$ cat config.mk
export PLATFORM = sky130hd
export DESIGN_NAME = jcs_jtag_config_sequencer
export DESIGN_NICKNAME = d
export VERILOG_FILES = /design/src/jcs_pkg.sv /design/src/jcs_jtag_config_sequencer.sv /design/src/jcs_tck_engine.sv
export SDC_FILE = /design/constraint.sdc
export NUM_CORES = 1
export LEC_CHECK = 0
export ABC_CLOCK_PERIOD_IN_PS = 3000
export BUFFER_PORTS_ARGS = -buffer_cell sky130_fd_sc_hd__buf_4
export CAP_MARGIN = 20
export CORE_ASPECT_RATIO = 1.1
export CORE_MARGIN = 10
export CORE_UTILIZATION = 48
export CTS_CLUSTER_DIAMETER = 40
export CTS_CLUSTER_SIZE = 24
export DETAILED_ROUTE_END_ITERATION = 12
export PLACE_DENSITY = 0.79
export SETUP_SLACK_MARGIN = 0.15
export SLEW_MARGIN = 40
export SYNTH_ARGS = -nofsm -noshare
export SYNTH_HDL_FRONTEND = slang
export SYNTH_SLANG_ARGS = --single-unit
$ cat constraint.sdc
create_clock -name clk -period 3 [get_ports clk]
set_clock_uncertainty 0.1 [all_clocks]
set_input_delay 0.6 -clock clk [delete_from_list [all_inputs] [get_ports clk]]
set_output_delay 0.6 -clock clk [all_outputs]
set_load 0.01 [all_outputs]
$ cat src/jcs_pkg.sv
// Purpose: Shared constants and types for the boundary-scan configuration host
// Assumes: 40 MHz system clock, host generates TCK by dividing it
// Notes:   Instruction codes are held at the large-device width of 14 bits
package jcs_pkg;

  // Clocking of the generated TCK
  localparam int CLK_PERIOD_NS = 25;
  localparam int TCK_PERIOD_NS = 200;
  localparam int TCK_HALF_CYC  = ((TCK_PERIOD_NS / 2) + CLK_PERIOD_NS - 1) / CLK_PERIOD_NS;
  localparam logic [3:0] TCK_HALF_CNT = 4'(TCK_HALF_CYC - 1);

  // TCK counts of the fixed TAP walking segments
  localparam logic [4:0] TLR_CLOCKS    = 5'h05;
  localparam logic [4:0] RTI_CLOCKS    = 5'h01;
  localparam logic [4:0] SELECT_CLOCKS = 5'h02;
  localparam logic [4:0] ENTER_CLOCKS  = 5'h02;
  localparam logic [4:0] UPDATE_CLOCKS = 5'h01;
  localparam logic [4:0] RUN_CLOCKS    = 5'h0C;
  localparam logic [4:0] FINISH_CLOCKS = 5'h03;

  // Instruction register lengths, minus one
  localparam logic [3:0] IR_LAST_SMALL = 4'h9;
  localparam logic [3:0] IR_LAST_LARGE = 4'hD;

  // Instruction codes, LSB is shifted first
  localparam logic [13:0] CFG_IN_SMALL  = 14'h03C5;
  localparam logic [13:0] CFG_IN_LARGE  = 14'h3FC5;
  localparam logic [13:0] STARTUP_SMALL = 14'h03CC;
  localparam logic [13:0] STARTUP_LARGE = 14'h3FCC;
  localparam logic [13:0] BYPASS_CODE   = 14'h3FFF;

  // Static pin levels
  localparam logic       PROG_INACTIVE = 1'h1;
  localparam logic [2:0] MODE_SELECT   = 3'h5;

  // Bitstream word feed
  localparam logic [5:0] WORD_BITS = 6'h20;

  typedef enum logic [12:0] {
    S_IDLE  = 13'b0_0000_0000_0001,
    S_TLR   = 13'b0_0000_0000_0010,
    S_RTI   = 13'b0_0000_0000_0100,
    S_SELIR = 13'b0_0000_0000_1000,
    S_ENTIR = 13'b0_0000_0001_0000,
    S_IR    = 13'b0_0000_0010_0000,
    S_SELDR = 13'b0_0000_0100_0000,
    S_ENTDR = 13'b0_0000_1000_0000,
    S_DR    = 13'b0_0001_0000_0000,
    S_UPD   = 13'b0_0010_0000_0000,
    S_UPIR  = 13'b0_0100_0000_0000,
    S_RUN   = 13'b0_1000_0000_0000,
    S_FIN   = 13'b1_0000_0000_0000
  } jcs_state_t;

  typedef enum logic [2:0] {
    E_IDLE  = 3'b001,
    E_SETUP = 3'b010,
    E_HIGH  = 3'b100
  } jcs_eng_t;

endpackage : jcs_pkg

$ cat src/jcs_jtag_config_sequencer.sv
// Purpose: Host that configures, starts or shuts down a device over boundary scan
// Assumes: Equal IR length for all chain devices; device 0 sits nearest TDO
// Notes:   Bitstream arrives as 32-bit words, MSB first; last word may be partial
`timescale 1ns/1ps
module jcs_jtag_config_sequencer
  import jcs_pkg::*;
#(
  parameter logic [13:0] SHUTDOWN_SMALL = 14'h0000,
  parameter logic [13:0] SHUTDOWN_LARGE = 14'h0000
)(
  input  wire logic        clk,
  input  wire logic        rst,
  input  wire logic        start,
  input  wire logic        op_shutdown,
  input  wire logic        dev_large,
  input  wire logic [2:0]  chain_last,
  input  wire logic [2:0]  target_index,
  input  wire logic [31:0] bs_len,
  input  wire logic        bs_valid,
  input  wire logic [31:0] bs_data,
  output logic             bs_ready,
  output logic             busy,
  output logic             done,
  output logic             tck,
  output logic             tms,
  output logic             tdi,
  output logic             program_reset_pin_n,
  output logic             mode_select_bit2,
  output logic             mode_select_bit1,
  output logic             mode_select_bit0
);

  jcs_state_t  state_r,    state_nxt;
  logic [4:0]  cnt_r,      cnt_nxt;
  logic        phase_r,    phase_nxt;
  logic        op_sd_r,    op_sd_nxt;
  logic        large_r,    large_nxt;
  logic [2:0]  last_dev_r, last_dev_nxt;
  logic [2:0]  target_r,   target_nxt;
  logic [31:0] len_r,      len_nxt;
  logic [2:0]  dev_r,      dev_nxt;
  logic [3:0]  irbit_r,    irbit_nxt;
  logic [31:0] dr_left_r,  dr_left_nxt;
  logic [2:0]  pad_r,      pad_nxt;
  logic [31:0] word_r,     word_nxt;
  logic [5:0]  wcnt_r,     wcnt_nxt;
  logic        bs_ready_r, bs_ready_nxt;
  logic        busy_r,     busy_nxt;
  logic        done_r,     done_nxt;
  logic        prog_r;
  logic [2:0]  mode_r;

  logic        bit_valid;
  logic        bit_tms;
  logic        bit_tdi;
  logic        bit_ready;
  logic        fire;
  logic        fixed;
  logic        fix_tms;
  jcs_state_t  fix_next;
  logic [4:0]  fix_cnt;
  logic [13:0] ir_code;
  logic [3:0]  ir_last;
  logic        ir_end;
  logic        dr_end;
  logic        take;

  jcs_tck_engine jcs_tck_engine_inst (
    .clk       (clk),
    .rst       (rst),
    .bit_valid (bit_valid),
    .bit_tms   (bit_tms),
    .bit_tdi   (bit_tdi),
    .bit_ready (bit_ready),
    .tck       (tck),
    .tms       (tms),
    .tdi       (tdi)
  );

  always_comb begin
    // Instruction for the device now being shifted
    if (dev_r == target_r) begin
      if (!phase_r) begin
        ir_code = large_r ? CFG_IN_LARGE : CFG_IN_SMALL;
      end else if (op_sd_r) begin
        ir_code = large_r ? SHUTDOWN_LARGE : SHUTDOWN_SMALL;
      end else begin
        ir_code = large_r ? STARTUP_LARGE : STARTUP_SMALL;
      end
    end else if (phase_r && !op_sd_r) begin
      ir_code = large_r ? STARTUP_LARGE : STARTUP_SMALL;
    end else begin
      ir_code = BYPASS_CODE;
    end
    ir_last = large_r ? IR_LAST_LARGE : IR_LAST_SMALL;
    ir_end  = (dev_r == last_dev_r) && (irbit_r == ir_last);
    dr_end  = ((dr_left_r == 32'h0000_0001) && (pad_r == 3'h0)) ||
              ((dr_left_r == 32'h0000_0000) && (pad_r == 3'h1));
    take    = bs_valid && bs_ready_r;
  end

  always_comb begin
    state_nxt    = state_r;
    cnt_nxt      = cnt_r;
    phase_nxt    = phase_r;
    op_sd_nxt    = op_sd_r;
    large_nxt    = large_r;
    last_dev_nxt = last_dev_r;
    target_nxt   = target_r;
    len_nxt      = len_r;
    dev_nxt      = dev_r;
    irbit_nxt    = irbit_r;
    dr_left_nxt  = dr_left_r;
    pad_nxt      = pad_r;
    word_nxt     = word_r;
    wcnt_nxt     = wcnt_r;
    busy_nxt     = busy_r;
    done_nxt     = 1'b0;
    bit_valid    = 1'b0;
    bit_tms      = 1'b0;
    bit_tdi      = 1'b0;
    fixed        = 1'b0;
    fix_tms      = 1'b0;
    fix_next     = S_IDLE;
    fix_cnt      = 5'h00;

    case (state_r)
      S_IDLE: begin
        if (start) begin
          op_sd_nxt    = op_shutdown;
          large_nxt    = dev_large;
          last_dev_nxt = chain_last;
          target_nxt   = target_index;
          len_nxt      = bs_len;
          phase_nxt    = 1'b0;
          wcnt_nxt     = 6'h00;
          busy_nxt     = 1'b1;
          cnt_nxt      = TLR_CLOCKS - 5'h01;
          state_nxt    = S_TLR;
        end
      end
      S_TLR: begin
        fixed    = 1'b1;
        fix_tms  = 1'b1;
        fix_next = S_RTI;
        fix_cnt  = RTI_CLOCKS - 5'h01;
      end
      S_RTI: begin
        fixed    = 1'b1;
        fix_next = S_SELIR;
        fix_cnt  = SELECT_CLOCKS - 5'h01;
      end
      S_SELIR: begin
        fixed    = 1'b1;
        fix_tms  = 1'b1;
        fix_next = S_ENTIR;
        fix_cnt  = ENTER_CLOCKS - 5'h01;
      end
      S_ENTIR: begin
        fixed    = 1'b1;
        fix_next = S_IR;
      end
      S_SELDR: begin
        fixed    = 1'b1;
        fix_tms  = 1'b1;
        fix_next = S_ENTDR;
        fix_cnt  = ENTER_CLOCKS - 5'h01;
      end
      S_ENTDR: begin
        fixed    = 1'b1;
        fix_next = S_DR;
      end
      S_UPD: begin
        fixed    = 1'b1;
        fix_tms  = 1'b1;
        fix_next = op_sd_r ? S_RTI : S_TLR;
        fix_cnt  = op_sd_r ? RTI_CLOCKS - 5'h01 : TLR_CLOCKS - 5'h01;
      end
      S_UPIR: begin
        fixed    = 1'b1;
        fix_tms  = 1'b1;
        fix_next = S_RUN;
        fix_cnt  = RUN_CLOCKS - 5'h01;
      end
      S_RUN: begin
        fixed    = 1'b1;
        fix_next = S_FIN;
        fix_cnt  = FINISH_CLOCKS - 5'h01;
      end
      S_FIN: begin
        fixed    = 1'b1;
        fix_tms  = 1'b1;
        fix_next = S_IDLE;
      end
      S_IR: begin
        bit_valid = 1'b1;
        bit_tdi   = ir_code[irbit_r];
        bit_tms   = ir_end;
        if (bit_ready) begin
          if (ir_end) begin
            state_nxt = phase_r ? S_UPIR : S_SELDR;
            cnt_nxt   = phase_r ? UPDATE_CLOCKS - 5'h01 : SELECT_CLOCKS - 5'h01;
          end else if (irbit_r == ir_last) begin
            irbit_nxt = 4'h0;
            dev_nxt   = dev_r + 3'h1;
          end else begin
            irbit_nxt = irbit_r + 4'h1;
          end
        end
      end
      S_DR: begin
        bit_valid = (dr_left_r != 32'h0000_0000) ? (wcnt_r != 6'h00) : 1'b1;
        bit_tdi   = (dr_left_r != 32'h0000_0000) && word_r[31];
        bit_tms   = dr_end;
        if (bit_valid && bit_ready) begin
          if (dr_left_r != 32'h0000_0000) begin
            dr_left_nxt = dr_left_r - 32'h0000_0001;
            word_nxt    = {word_r[30:0], 1'b0};
            wcnt_nxt    = wcnt_r - 6'h01;
          end else begin
            pad_nxt = pad_r - 3'h1;
          end
          if (dr_end) begin
            state_nxt = S_UPD;
            cnt_nxt   = UPDATE_CLOCKS - 5'h01;
          end
        end
      end
      default: begin
        state_nxt = S_IDLE;
        busy_nxt  = 1'b0;
      end
    endcase

    if (fixed) begin
      bit_valid = 1'b1;
      bit_tms   = fix_tms;
      if (bit_ready) begin
        if (cnt_r == 5'h00) begin
          state_nxt = fix_next;
          cnt_nxt   = fix_cnt;
          dev_nxt   = 3'h0;
          irbit_nxt = 4'h0;
          if (fix_next == S_DR) begin
            dr_left_nxt = len_r;
            pad_nxt     = last_dev_r - target_r;
          end
          if (state_r == S_UPD) begin
            phase_nxt = 1'b1;
          end
          if (state_r == S_FIN) begin
            busy_nxt = 1'b0;
            done_nxt = 1'b1;
          end
        end else begin
          cnt_nxt = cnt_r - 5'h01;
        end
      end
    end

    if (take) begin
      word_nxt = bs_data;
      wcnt_nxt = WORD_BITS;
    end
    bs_ready_nxt = (state_r == S_DR) && (dr_left_r != 32'h0000_0000) &&
                   (wcnt_r == 6'h00) && !take;
  end

  // S_IR/S_DR leave cnt_r unused; S_SELDR entry count set on IR exit
  always_ff @(posedge clk) begin
    if (rst) begin
      state_r    <= S_IDLE;
      cnt_r      <= 5'h00;
      phase_r    <= 1'b0;
      op_sd_r    <= 1'b0;
      large_r    <= 1'b0;
      last_dev_r <= 3'h0;
      target_r   <= 3'h0;
      len_r      <= 32'h0000_0000;
      dev_r      <= 3'h0;
      irbit_r    <= 4'h0;
      dr_left_r  <= 32'h0000_0000;
      pad_r      <= 3'h0;
      word_r     <= 32'h0000_0000;
      wcnt_r     <= 6'h00;
      bs_ready_r <= 1'b0;
      busy_r     <= 1'b0;
      done_r     <= 1'b0;
      prog_r     <= PROG_INACTIVE;
      mode_r     <= MODE_SELECT;
    end else begin
      state_r    <= state_nxt;
      cnt_r      <= cnt_nxt;
      phase_r    <= phase_nxt;
      op_sd_r    <= op_sd_nxt;
      large_r    <= large_nxt;
      last_dev_r <= last_dev_nxt;
      target_r   <= target_nxt;
      len_r      <= len_nxt;
      dev_r      <= dev_nxt;
      irbit_r    <= irbit_nxt;
      dr_left_r  <= dr_left_nxt;
      pad_r      <= pad_nxt;
      word_r     <= word_nxt;
      wcnt_r     <= wcnt_nxt;
      bs_ready_r <= bs_ready_nxt;
      busy_r     <= busy_nxt;
      done_r     <= done_nxt;
      prog_r     <= PROG_INACTIVE;
      mode_r     <= MODE_SELECT;
    end
  end

  assign fire                = bit_valid && bit_ready;
  assign bs_ready            = bs_ready_r;
  assign busy                = busy_r;
  assign done                = done_r;
  assign program_reset_pin_n = prog_r;
  assign mode_select_bit2    = mode_r[2];
  assign mode_select_bit1    = mode_r[1];
  assign mode_select_bit0    = mode_r[0];

  // Clocks given in the current state, for checking only
  logic [4:0] seg_cnt_r;
  always_ff @(posedge clk) begin
    if (rst || state_nxt != state_r) begin
      seg_cnt_r <= 5'h00;
    end else if (fire) begin
      seg_cnt_r <= seg_cnt_r + 5'h01;
    end
  end
endmodule // jcs_jtag_config_sequencer

$ cat src/jcs_tck_engine.sv
// Purpose: Produces one TCK period per accepted bit with TMS and TDI
// Assumes: Request inputs come from logic on clk
// Notes:   TMS and TDI change only while TCK is low, when a bit is accepted
`timescale 1ns/1ps
module jcs_tck_engine
  import jcs_pkg::*;
(
  input  wire logic clk,
  input  wire logic rst,
  input  wire logic bit_valid,
  input  wire logic bit_tms,
  input  wire logic bit_tdi,
  output logic      bit_ready,
  output logic      tck,
  output logic      tms,
  output logic      tdi
);

  jcs_eng_t   st_r,  st_nxt;
  logic [3:0] cnt_r, cnt_nxt;
  logic       tck_r, tck_nxt;
  logic       tms_r, tms_nxt;
  logic       tdi_r, tdi_nxt;

  always_comb begin
    st_nxt    = st_r;
    cnt_nxt   = cnt_r;
    tck_nxt   = tck_r;
    tms_nxt   = tms_r;
    tdi_nxt   = tdi_r;
    bit_ready = (st_r == E_IDLE);
    case (st_r)
      E_IDLE: begin
        if (bit_valid) begin
          tms_nxt = bit_tms;
          tdi_nxt = bit_tdi;
          cnt_nxt = TCK_HALF_CNT;
          st_nxt  = E_SETUP;
        end
      end
      E_SETUP: begin
        if (cnt_r == 4'h0) begin
          tck_nxt = 1'b1;
          cnt_nxt = TCK_HALF_CNT;
          st_nxt  = E_HIGH;
        end else begin
          cnt_nxt = cnt_r - 4'h1;
        end
      end
      E_HIGH: begin
        if (cnt_r == 4'h0) begin
          tck_nxt = 1'b0;
          st_nxt  = E_IDLE;
        end else begin
          cnt_nxt = cnt_r - 4'h1;
        end
      end
      default: begin
        tck_nxt = 1'b0;
        st_nxt  = E_IDLE;
      end
    endcase
  end

  always_ff @(posedge clk) begin
    if (rst) begin
      st_r  <= E_IDLE;
      cnt_r <= 4'h0;
      tck_r <= 1'b0;
      tms_r <= 1'b1;
      tdi_r <= 1'b0;
    end else begin
      st_r  <= st_nxt;
      cnt_r <= cnt_nxt;
      tck_r <= tck_nxt;
      tms_r <= tms_nxt;
      tdi_r <= tdi_nxt;
    end
  end

  assign tck = tck_r;
  assign tms = tms_r;
  assign tdi = tdi_r;
endmodule // jcs_tck_engine

==> run_results.csv, run 1 <==
group,metric,value,unit
outcome,status,"finished, final reports clean",
drt,drt-total-wl,19380,microns
placement,gp_congestion,0.9949,
timing,fmax,0.3636,GHz
timing,slew_viol_final,0,
timing,post-route-period-util,91.67,%
drt,first_pass_iters,5,
synth,synth.yosys.seq_area_share,40.03,%
synth,synth_compound_area_share,17.77,%
synth,ys_seq_elements,152,
drt,via_per_inst,5.682,
timing,hold_viol_final,0,
clock_network,clockRootBuffer,"clkbuf_16",
drt,drtIter0Drc,572,
critical_path,crit_family,"simple AND/OR/NAND/NOR gates",
global_route,grt_use_total,17.63,%
timing,worstMarginPinSlew,684.2,ps
critical_path,required,3250,ps
timing,finalSetupViolCount,0,
critical_path,cpPeakStageDelay,560,ps
synth,netlist-cell-type-count,68,
global_route,antenna_found_initial,0,
global_route,grt_max_degree,73,
synth,syn_area,7602,sq um
synth,synth-simple-area-share,24.92,%
drt,antenna_left,0,
critical_path,crit_end,"pad_r[0]$_SDFF_PP0_",
synth,yosysMostFrequentCell,"dfxtp_1",
cells_and_area,nets,1094,
clock_network,cts_tree,"done",
floorplan,die_area,21280,sq um
synth,synthTopCellsByArea,"dfxtp_1 40%, a21oi_1 6.6%, nand2_1 5.6%",
clock_network,h-tree-depth,4,
global_route,grt_first_pass_wirelength,31860,microns
cells_and_area,final-instance-count-excl-fill,1217,
clock_network,holdBufCountCts,0,
placement,dp_hpwl,13750,microns
timing,rsz0062_at_grt,"yes",
pwr,p_per_area,527.5,nW/um^2
critical_path,cp-startpoint,"dr_left_r[20]$_SDFF_PP0_",
critical_path,timing.rr.end,"pad_r[0]$_SDFF_PP0_",
floorplan,start_util,48.69,%
placement,portBuffers,81,
synth,synth-edff-count,0,
floorplan,die_h,152.0,microns
worst_hold_path,min_path_type,"input port to flip-flop",
cells_and_area,drive_above_1_share,17.01,%
critical_path,crit_path_end_kind,"flip-flop",
critical_path,reg2reg_from,"dr_left_r[20]$_SDFF_PP0_",
timing,period_needed,2750,ps
floorplan,die_w,140.0,microns
pwr,total_power,4847,uW
critical_path,reg2reg_depth,9,
timing,tns,0,ps
drt,vias,6915,
critical_path,worst-path-stages,9,
critical_path,critical_path_class,"flip-flop to flip-flop",
synth,synth_mux_area_share,4.608,%
synth,synth_top_area_cell,"dfxtp_1",
critical_path,path_buf_inv,2,
clock_network,insertion_delay,430,ps
synth,synth_top_family_by_area,"simple AND/OR/NAND/NOR gates",
global_route,grt_overflow_total,0,
pwr,ir_drop,0.0004145,V
pwr,p_leak,0.003453,uW
clock_network,cts_buffer_depth,2,
synth,post_synth.cell_area_avg,8.148,sq um
timing,whs,309.3,ps
floorplan,pin_count,86,
critical_path,arrival,3000,ps
synth,synth_xor_area_share,5.645,%
critical_path,crit_chain,"or4_4 -> or4_4 -> nor4_4 -> buf_4 -> buf_4 -> nand3_1 -> xnor2_1 -> nor2_1 -> a211oi_1",
clock_network,cts.reportedPaths.clkPinSlew,60,ps
timing,slew_headroom,53.97,%
synth,synth_ff_type,"dfxtp_1",
run,maxCapViolations,0,
placement,place_inst,1180,
clock_network,cts_buffers,17,
critical_path,cp_max_fo,5,
floorplan,core-area,15620,sq um
critical_path,slowest_stage,"or4_4",
cells_and_area,area_delta_synth_final,20.85,%
global_route,grt_pass1_vias,6588,
synth,ys_warn_count,0,
floorplan,rows,48,
cells_and_area,num_antenna_cells,0,
synth,async_reset_ff_share,0,%
critical_path,worstSetupStartpointType,"flip-flop",
synth,synthCells,933,
clock_network,cts.sinks,152,
synth,yosys.area.top_type_share,40.03,%
critical_path,ff2ff_setup_slack,250,ps
synth,synthAdderAreaFrac,2.403,%
synth,synth_commonest_cells,"152 x dfxtp_1, 113 x nand2_1, 101 x a21oi_1, 82 x nor2_1, 49 x clkbuf_1",
drt,drt_drc_violations_left,0,
drt,wire_per_inst,15.92,microns
==> cells by family after synthesis <==
| family | after synthesis |
|---|---|
| and+or+nand+nor | 371 |
| AOI/OAI and AO/OA | 225 |
| DFF | 152 |
| buffers and inverters | 85 |
| xor gates and xnor gates | 49 |
| muxes | 35 |
| adders and majority gates | 14 |
| other | 2 |
==> state kept, by name (all words and copies together) (netlist names), 3 cells and up <==
signal	count
cnt_r	5
dev_r	3
dr_left_r	32
irbit_r	4
jcs_tck_engine_inst.cnt_r	4
jcs_tck_engine_inst.st_r	3
last_dev_r	3
len_r	32
pad_r	3
state_r	13
target_r	3
wcnt_r	6
word_r	32
==> report_power, final <==
group | leakage, uW | switching [uW] | internal [uW]
Clock | 0.000271 | 878 | 1250
Combinational | 0.00195 | 328 | 237
Sequential | 0.00123 | 63.4 | 2090
Total | 0.00345 | 1270 | 3580
==> per-layer routing <==
metal	global-route usage, %	vias up	part of all wire (%)
met3	3.616	32	4.9
met4	7.382	0	2.5
met5	0	-	0
li1	-	3468	-
met1	21.26	3226	43
met2	29.67	189	49
==> repair_timing <==
item	4_1_cts	5_1_grt
setup buffers	0	5
setup endpoints to repair	0	70
gates resized for setup	0	13
==> worst register-to-register path, cell delays in order (launching register included) <==
cell	delay, ps
dfxtp_1	350
or4_4	560
or4_4	530
nor4_4	260
buf_4	190
buf_4	110
nand3_1	120
xnor2_1	170
nor2_1	60
a211oi_1	210
==> worst min-delay path by stage <==
stage	from	to	depth (start not counted)
6_report	bs_data[0]	word_r[0]$_SDFFE_PP0P_	3
5_1_grt	bs_len[20]	len_r[20]$_SDFFE_PP0P_	3
4_1_cts	bs_len[12]	len_r[12]$_SDFFE_PP0P_	3
3_5_place_dp	len_r[16]$_SDFFE_PP0P_	len_r[16]$_SDFFE_PP0P_	2
3_3_place_gp	len_r[26]$_SDFFE_PP0P_	len_r[26]$_SDFFE_PP0P_	2
2_1_floorplan	len_r[8]$_SDFFE_PP0P_	len_r[8]$_SDFFE_PP0P_	2
==> area by class of cell <==
type	count	area (sq um)
Timing Repair Buffer	112	890.9
Inverter	23	86.33
Fill cell	1370	6427
Sequential cell	152	3043
Tap cell	200	250.2
Clock inverter	14	150.1
Clock buffer	18	439.2
Multi-Input combinational cell	698	4328
==> placed cells by master, fill, tap and decap left out, types with 5 or more instances in the layout <==
master and n:
o21ai_0 41, nand2b_1 10, nor4_2 5, o22ai_1 5, and2_1 6, nand4_1 11, mux2i_1 35, dfxtp_1 152
nand3_1 18, nand2_1 113, inv_1 23, nor4_1 19, ha_1 13, xnor2_1 39, a31oi_1 5, a211oi_1 35
nor2_1 82, nor3_1 38, clkinvlp_4 6, or4_1 9, buf_4 108, clkbuf_16 17, or2_2 6, or3_1 13
and3_1 6, xor2_1 10, a21oi_1 101
==> per-stage QoR <==
| step | setup slack [ps] | cell area [sq um] | util, % |
|---|---|---|---|
| 5_1_grt | 59.62 | 9188 | 58.84 |
| 4_1_cts | 166.6 | 9067 | 58.07 |
| 3_3_place_gp | 225.0 | 8478 | 54.29 |
| 6_report | 249.8 | 9188 | 58.84 |
| 2_1_floorplan | 295.3 | 7610 | - |
| 3_5_place_dp | 188.5 | 8478 | 54.29 |
No activity file was read; power rests on OpenSTA's default activity.
==> run 2, diff against run 1 <==
--- a/config.mk
+++ b/config.mk
@@ -5,6 +5,7 @@
 export SDC_FILE = /design/constraint.sdc
 export NUM_CORES = 1
 export LEC_CHECK = 0
+export ABC_AREA = 1
 export ABC_CLOCK_PERIOD_IN_PS = 3000
 export BUFFER_PORTS_ARGS = -buffer_cell sky130_fd_sc_hd__buf_4
 export CAP_MARGIN = 20
@@ -14,7 +15,7 @@
 export CTS_CLUSTER_DIAMETER = 40
 export CTS_CLUSTER_SIZE = 24
 export DETAILED_ROUTE_END_ITERATION = 12
-export PLACE_DENSITY = 0.79
+export PLACE_DENSITY = 0.78
 export SETUP_SLACK_MARGIN = 0.15
 export SLEW_MARGIN = 40
 export SYNTH_ARGS = -nofsm -noshare
==> run_results.csv, run 2 <==
group,metric,value,unit
outcome,status,"finished, final reports clean",
clock_network,cts_tree,"done",
critical_path,cp_max_fo,11,
critical_path,slowest_stage,"dfxtp_1",
timing,post-route-period-util,81.46,%
critical_path,critical_path_class,"flip-flop to flip-flop",
worst_hold_path,min_path_type,"input port to flip-flop",
synth,syn_area,9216,sq um
floorplan,pin_count,86,
clock_network,clockRootBuffer,"clkbuf_16",
synth,netlist-cell-type-count,44,
cells_and_area,layout_common_cells,"361 x nand2_1, 157 x inv_1, 152 x dfxtp_1, 142 x nor2_1, 125 x nand3_1",
drt,antenna_left,0,
cells_and_area,nets,1557,
run,maxCapViolations,0,
timing,slew_viol_final,0,
synth,synth-edff-count,0,
critical_path,cpPeakStageDelay,320,ps
synth,synthCells,1417,
drt,first_pass_iters,5,
global_route,grt_overflow_total,0,
global_route,grt_max_degree,80,
drt,vias,8967,
timing,fmax,0.4092,GHz
cells_and_area,num_antenna_cells,0,
global_route,antenna_found_initial,0,
placement,gp_congestion,0.9267,
cells_and_area,top_regs,"dr_left_r x32, len_r x32, word_r x32",
synth,synth.yosys.seq_area_share,33.02,%
floorplan,die_w,152.1,microns
global_route,grt_pass1_vias,8371,
critical_path,crit_path_end_kind,"flip-flop",
critical_path,worstSetupStartpointType,"flip-flop",
clock_network,holdBufCountCts,0,
placement,dp_hpwl,17530,microns
critical_path,path_buf_inv,5,
pwr,p_leak,0.004918,uW
timing,tns,0,ps
floorplan,die_h,165.3,microns
critical_path,crit_chain,"inv_1 -> ha_1 -> inv_1 -> nor2_1 -> nand2_1 -> nor2_4 -> inv_1 -> nor2_1 -> inv_2 -> nor2_2 -> inv_1 -> o21ai_0 -> a21oi_1",
critical_path,crit_family,"simple AND/OR/NAND/NOR gates",
synth,synth_top_area_cell,"dfxtp_1",
synth,ys_warn_count,0,
synth,yosys.area.top_type_share,33.02,%
floorplan,core-area,18970,sq um
critical_path,crit_top_cell,"inv_1",
drt,drtIter0Drc,661,
synth,ys_seq_elements,152,
clock_network,cts.sinks,152,
critical_path,arrival,2660,ps
clock_network,cts-resized-gates,0,
critical_path,required,3220,ps
floorplan,start_util,48.59,%
synth,post_synth.cell_area_avg,6.504,sq um
drt,drt-total-wl,23750,microns
clock_network,h-tree-depth,4,
timing,finalSetupViolCount,0,
synth,async_reset_ff_share,0,%
pwr,ir_drop,0.0003946,V
cells_and_area,area_delta_synth_final,14.06,%
synth,synth_commonest_cells,"362 x nand2_1, 158 x inv_1, 152 x dfxtp_1, 142 x nor2_1, 125 x nand3_1",
timing,slew_headroom,50.68,%
floorplan,rows,53,
synth,synth_ff_type,"dfxtp_1",
timing,period_needed,2444,ps
clock_network,cts_buffers,17,
placement,portBuffers,81,
global_route,grt_use_total,18.69,%
synth,synthTopCellsByArea,"dfxtp_1 33%, nand2_1 15%, nand3_1 6.8%",
drt,wire_per_inst,13.75,microns
global_route,grt_first_pass_wirelength,39850,microns
clock_network,cts_setup_buffers,0,
drt,via_per_inst,5.192,
cells_and_area,final_common_cell,"nand2_1",
pwr,total_power,5203,uW
floorplan,die_area,25150,sq um
drt,drt_drc_violations_left,0,
timing,worstMarginPinSlew,739.0,ps
clock_network,cts_buffer_depth,2,
clock_network,cts.reportedPaths.clkPinSlew,60,ps
clock_network,insertion_delay,430,ps
pwr,p_per_area,494.9,nW/um^2
timing,whs,292.7,ps
cells_and_area,drive_above_1_share,13.99,%
synth,yosysMostFrequentCell,"nand2_1",
timing,rsz0062_at_grt,"no",
timing,hold_viol_final,0,
run 2: cell types whose count changed in the layout (fill, tap and decap cells not counted), sizes merged, moves of 65 or more:
cell   previous run  this run
nand2           113       376
nor2             82       172
nand3            19       149
o21ai            44       109
inv              25       170
run 2: worst paths after layout:
check	depth (start not counted)	from	to	slack, ps
worst max register to register	13	cnt_r[0]$_SDFF_PP0_	dr_left_r[1]$_SDFF_PP0_	560
worst min register to register	2	len_r[23]$_SDFFE_PP0P_	len_r[23]$_SDFFE_PP0P_	350
worst min-delay path	3	chain_last[2]	last_dev_r[2]$_SDFFE_PP0P_	290
worst max-delay path	13	cnt_r[0]$_SDFF_PP0_	dr_left_r[1]$_SDFF_PP0_	560
run 2: cell type report:
type | count | area, sq um
multi-input cells | 1035 | 5161
flip-flops and latches | 152 | 3043
well taps | 247 | 309.0
fillers | 1874 | 8453
clock buffers | 19 | 442.9
repair buffers | 94 | 759.5
inverters | 167 | 628.1
clock inverters | 13 | 168.9
run 2: kinds of logic (layout without fill, tap and decap cells):
family | after synthesis | in the layout | share of synthesized area, %
fa+ha+maj | 14 | 14 | 1.982
buf+inv | 232 | 293 | 11.09
xor+xnor | 32 | 32 | 3.041
other cells | 2 | 4 | 0.08149
compound gates | 230 | 230 | 12.83
flops | 152 | 152 | 33.02
simple gates | 755 | 755 | 37.96
run 2: stage by stage:
step	instances	setup slack, ps	util [%]	instance area (sq um)
5_1_grt	1727	299.2	55.43	10510
2_1_floorplan	1419	976.2	-	9224
3_5_place_dp	1695	612.2	52.18	9897
6_report	1727	556.3	55.43	10510
3_3_place_gp	1695	605.9	52.18	9897
4_1_cts	1727	579.6	55.41	10510
run 2: per-layer routing:
metal | vias up | track usage, % | share of wire, %
met2 | 173 | 33.41 | 51
met4 | 0 | 6.436 | 1.9
met3 | 35 | 3.367 | 3.5
met1 | 4132 | 22.15 | 44
met5 | - | 0 | 0
li1 | 4627 | - | -
run 2: worst reg2reg max path: cells and delay by family (launching register included):
kind                       cells  cell delay, ps
AOI/OAI and AO/OA              2             290
adders and majority gates      1             160
DFF                            1             320
and+or+nand+nor                5             910
buffers and inverters          5             540
run 2: power breakdown:
part | internal [uW] | switching, uW | total [uW] | leakage, uW
sequential | 2130 | 52.0 | 2180 | 0.00123
clock | 1340 | 894 | 2230 | 0.000287
combinational | 283 | 506 | 790 | 0.00340
total | 3750 | 1450 | 5200 | 0.00492
==> run 3, diff against run 2 <==
--- a/config.mk
+++ b/config.mk
@@ -6,7 +6,7 @@
 export NUM_CORES = 1
 export LEC_CHECK = 0
 export ABC_AREA = 1
-export ABC_CLOCK_PERIOD_IN_PS = 3000
+export ABC_CLOCK_PERIOD_IN_PS = 2350
 export BUFFER_PORTS_ARGS = -buffer_cell sky130_fd_sc_hd__buf_4
 export CAP_MARGIN = 20
 export CORE_ASPECT_RATIO = 1.1
==> constraint.sdc (replaced) <==
create_clock -name clk -period 2.35 [get_ports clk]
set_clock_uncertainty 0.1 [all_clocks]
set_input_delay 0.47 -clock clk [delete_from_list [all_inputs] [get_ports clk]]
set_output_delay 0.47 -clock clk [all_outputs]
set_load 0.01 [all_outputs]
==> run_results.csv, run 3 (synthesis gave the netlist of run 2 again) <==
group,metric,value,unit
timing,slew_headroom,38.47,%
drt,drtIter0Drc,790,
timing,finalSetupViolCount,0,
global_route,grt_overflow_total,0,
cells_and_area,area_delta_synth_final,21.61,%
floorplan,rows,53,
placement,gp_congestion,0.9801,
timing,worstMarginPinSlew,920.7,ps
clock_network,h-tree-depth,4,
critical_path,worstSetupStartpointType,"flip-flop",
drt,via_per_inst,5.279,
cells_and_area,num_antenna_cells,0,
floorplan,die_h,165.3,microns
floorplan,core-area,18970,sq um
floorplan,die_w,152.1,microns
critical_path,cpPeakStageDelay,370,ps
clock_network,cts_tree,"done",
drt,drt-total-wl,26050,microns
worst_hold_path,min_path_type,"input port to flip-flop",
timing,tns,0,ps
critical_path,critical_path_class,"flip-flop to flip-flop",
global_route,grt_max_degree,80,
drt,first_pass_iters,5,
timing,fmax,0.4707,GHz
pwr,p_per_area,621.0,nW/um^2
timing,rsz0062_at_grt,"yes",
pwr,total_power,6960,uW
cells_and_area,nets,1603,
critical_path,crit_path_end_kind,"flip-flop",
clock_network,holdBufCountCts,0,
floorplan,pin_count,86,
cells_and_area,final_common_cell,"nand2_1",
drt,vias,9360,
timing,fin_ws,225.7,ps
global_route,grt_use_total,19.67,%
clock_network,insertion_delay,440,ps
drt,antenna_left,0,
clock_network,cts_buffer_depth,2,
critical_path,arrival,2340,ps
global_route,grt_pass1_vias,8713,
timing,period_needed,2124,ps
clock_network,cts_buffers,17,
global_route,grt_first_pass_wirelength,41630,microns
critical_path,crit_chain,"nor2_2 -> nand2_2 -> nor2_8 -> nand2_4 -> nor2_8 -> nor2_4 -> nor2_8 -> nand2_8 -> nand2_4 -> nand3_1 -> o21ai_1 -> nor2_1",
clock_network,cts.reportedPaths.clkPinSlew,70,ps
timing,post-route-period-util,90.40,%
critical_path,slowest_stage,"dfxtp_1",
timing,slew_viol_final,0,
pwr,p_leak,0.005276,uW
cells_and_area,top_regs,"dr_left_r x32, len_r x32, word_r x32",
clock_network,cts.sinks,152,
cells_and_area,layout_common_cells,"360 x nand2_1, 155 x inv_1, 149 x dfxtp_1, 134 x nor2_1, 124 x nand3_1",
run,maxCapViolations,0,
critical_path,cp_max_fo,10,
drt,drt_drc_violations_left,0,
pwr,ir_drop,0.0005334,V
global_route,antenna_found_initial,0,
placement,preCtsSetupSlack,77.77,ps
clock_network,clockRootBuffer,"clkbuf_16",
drt,wire_per_inst,14.69,microns
floorplan,die_area,25150,sq um
placement,dp_hpwl,18170,microns
cells_and_area,drive_above_1_share,17.76,%
placement,portBuffers,81,
timing,hold_viol_final,0,
outcome,status,"finished, final reports clean",
critical_path,required,2570,ps
critical_path,crit_top_cell,"nor2_8",
floorplan,start_util,48.59,%
## run 3: per-layer routing
| layer | global-route usage [%] | vias to the layer above | wire, microns |
|---|---|---|---|
| li1 | - | 4751 | - |
| met1 | 22.75 | 4284 | 10880 |
| met2 | 35.39 | 251 | 13000 |
| met3 | 3.497 | 74 | 1248 |
| met4 | 7.925 | 0 | 911 |
| met5 | 0 | - | 0 |
## run 3: cell type report
type | count | area (sq um)
clock buffers | 19 | 442.9
multi-input cells | 1039 | 5363
well taps | 247 | 309.0
repair buffers | 136 | 1197
clock inverters | 13 | 216.5
flip-flops and latches | 152 | 3047
fillers | 1805 | 7757
inverters | 167 | 633.1
## run 3: repair_timing
action	CTS	global route
setup endpoints to repair	34	135
buffers inserted	0	10
pin swaps	1	11
cloned	2	5
gates resized for setup	1	46
## run 3: report_power, final
group	switching (uW)	internal [uW]	total (uW)
Combinational	690	405	1090
Sequential	65.6	2710	2780
Clock	1150	1930	3080
## run 3: stage by stage
| stage | utilization (%) | hold WS (ps) | instances | cell area, sq um |
|---|---|---|---|---|
| 5_1_grt | 59.10 | 166.2 | 1773 | 11210 |
| 2_1_floorplan | - | 329.7 | 1419 | 9224 |
| 3_3_place_gp | 53.46 | 340.9 | 1724 | 10140 |
| 3_5_place_dp | 53.46 | 343.9 | 1724 | 10140 |
| 6_report | 59.10 | 157.9 | 1773 | 11210 |
| 4_1_cts | 57.08 | 149.6 | 1758 | 10830 |
## run 3: worst max-delay path: cells and delay by family (launching register included)
kind	cells	cell delay (ps)
AND/OR/NAND/NOR	11	1450
flip-flops	1	370
AO/OA/AOI/OAI	1	90
## run 3: final timing paths
kind                                               from                endpoint  slack, ps  cells after the start
worst max-delay path            dr_left_r[8]$_SDFF_PP0_  word_r[3]$_SDFFE_PP0P_        230                     12
worst min register to register   len_r[15]$_SDFFE_PP0P_  len_r[15]$_SDFFE_PP0P_        350                      2
worst min-delay path                          dev_large    large_r$_SDFFE_PP0P_        160                      3
worst max register to register  dr_left_r[8]$_SDFF_PP0_  word_r[3]$_SDFFE_PP0P_        230                     12
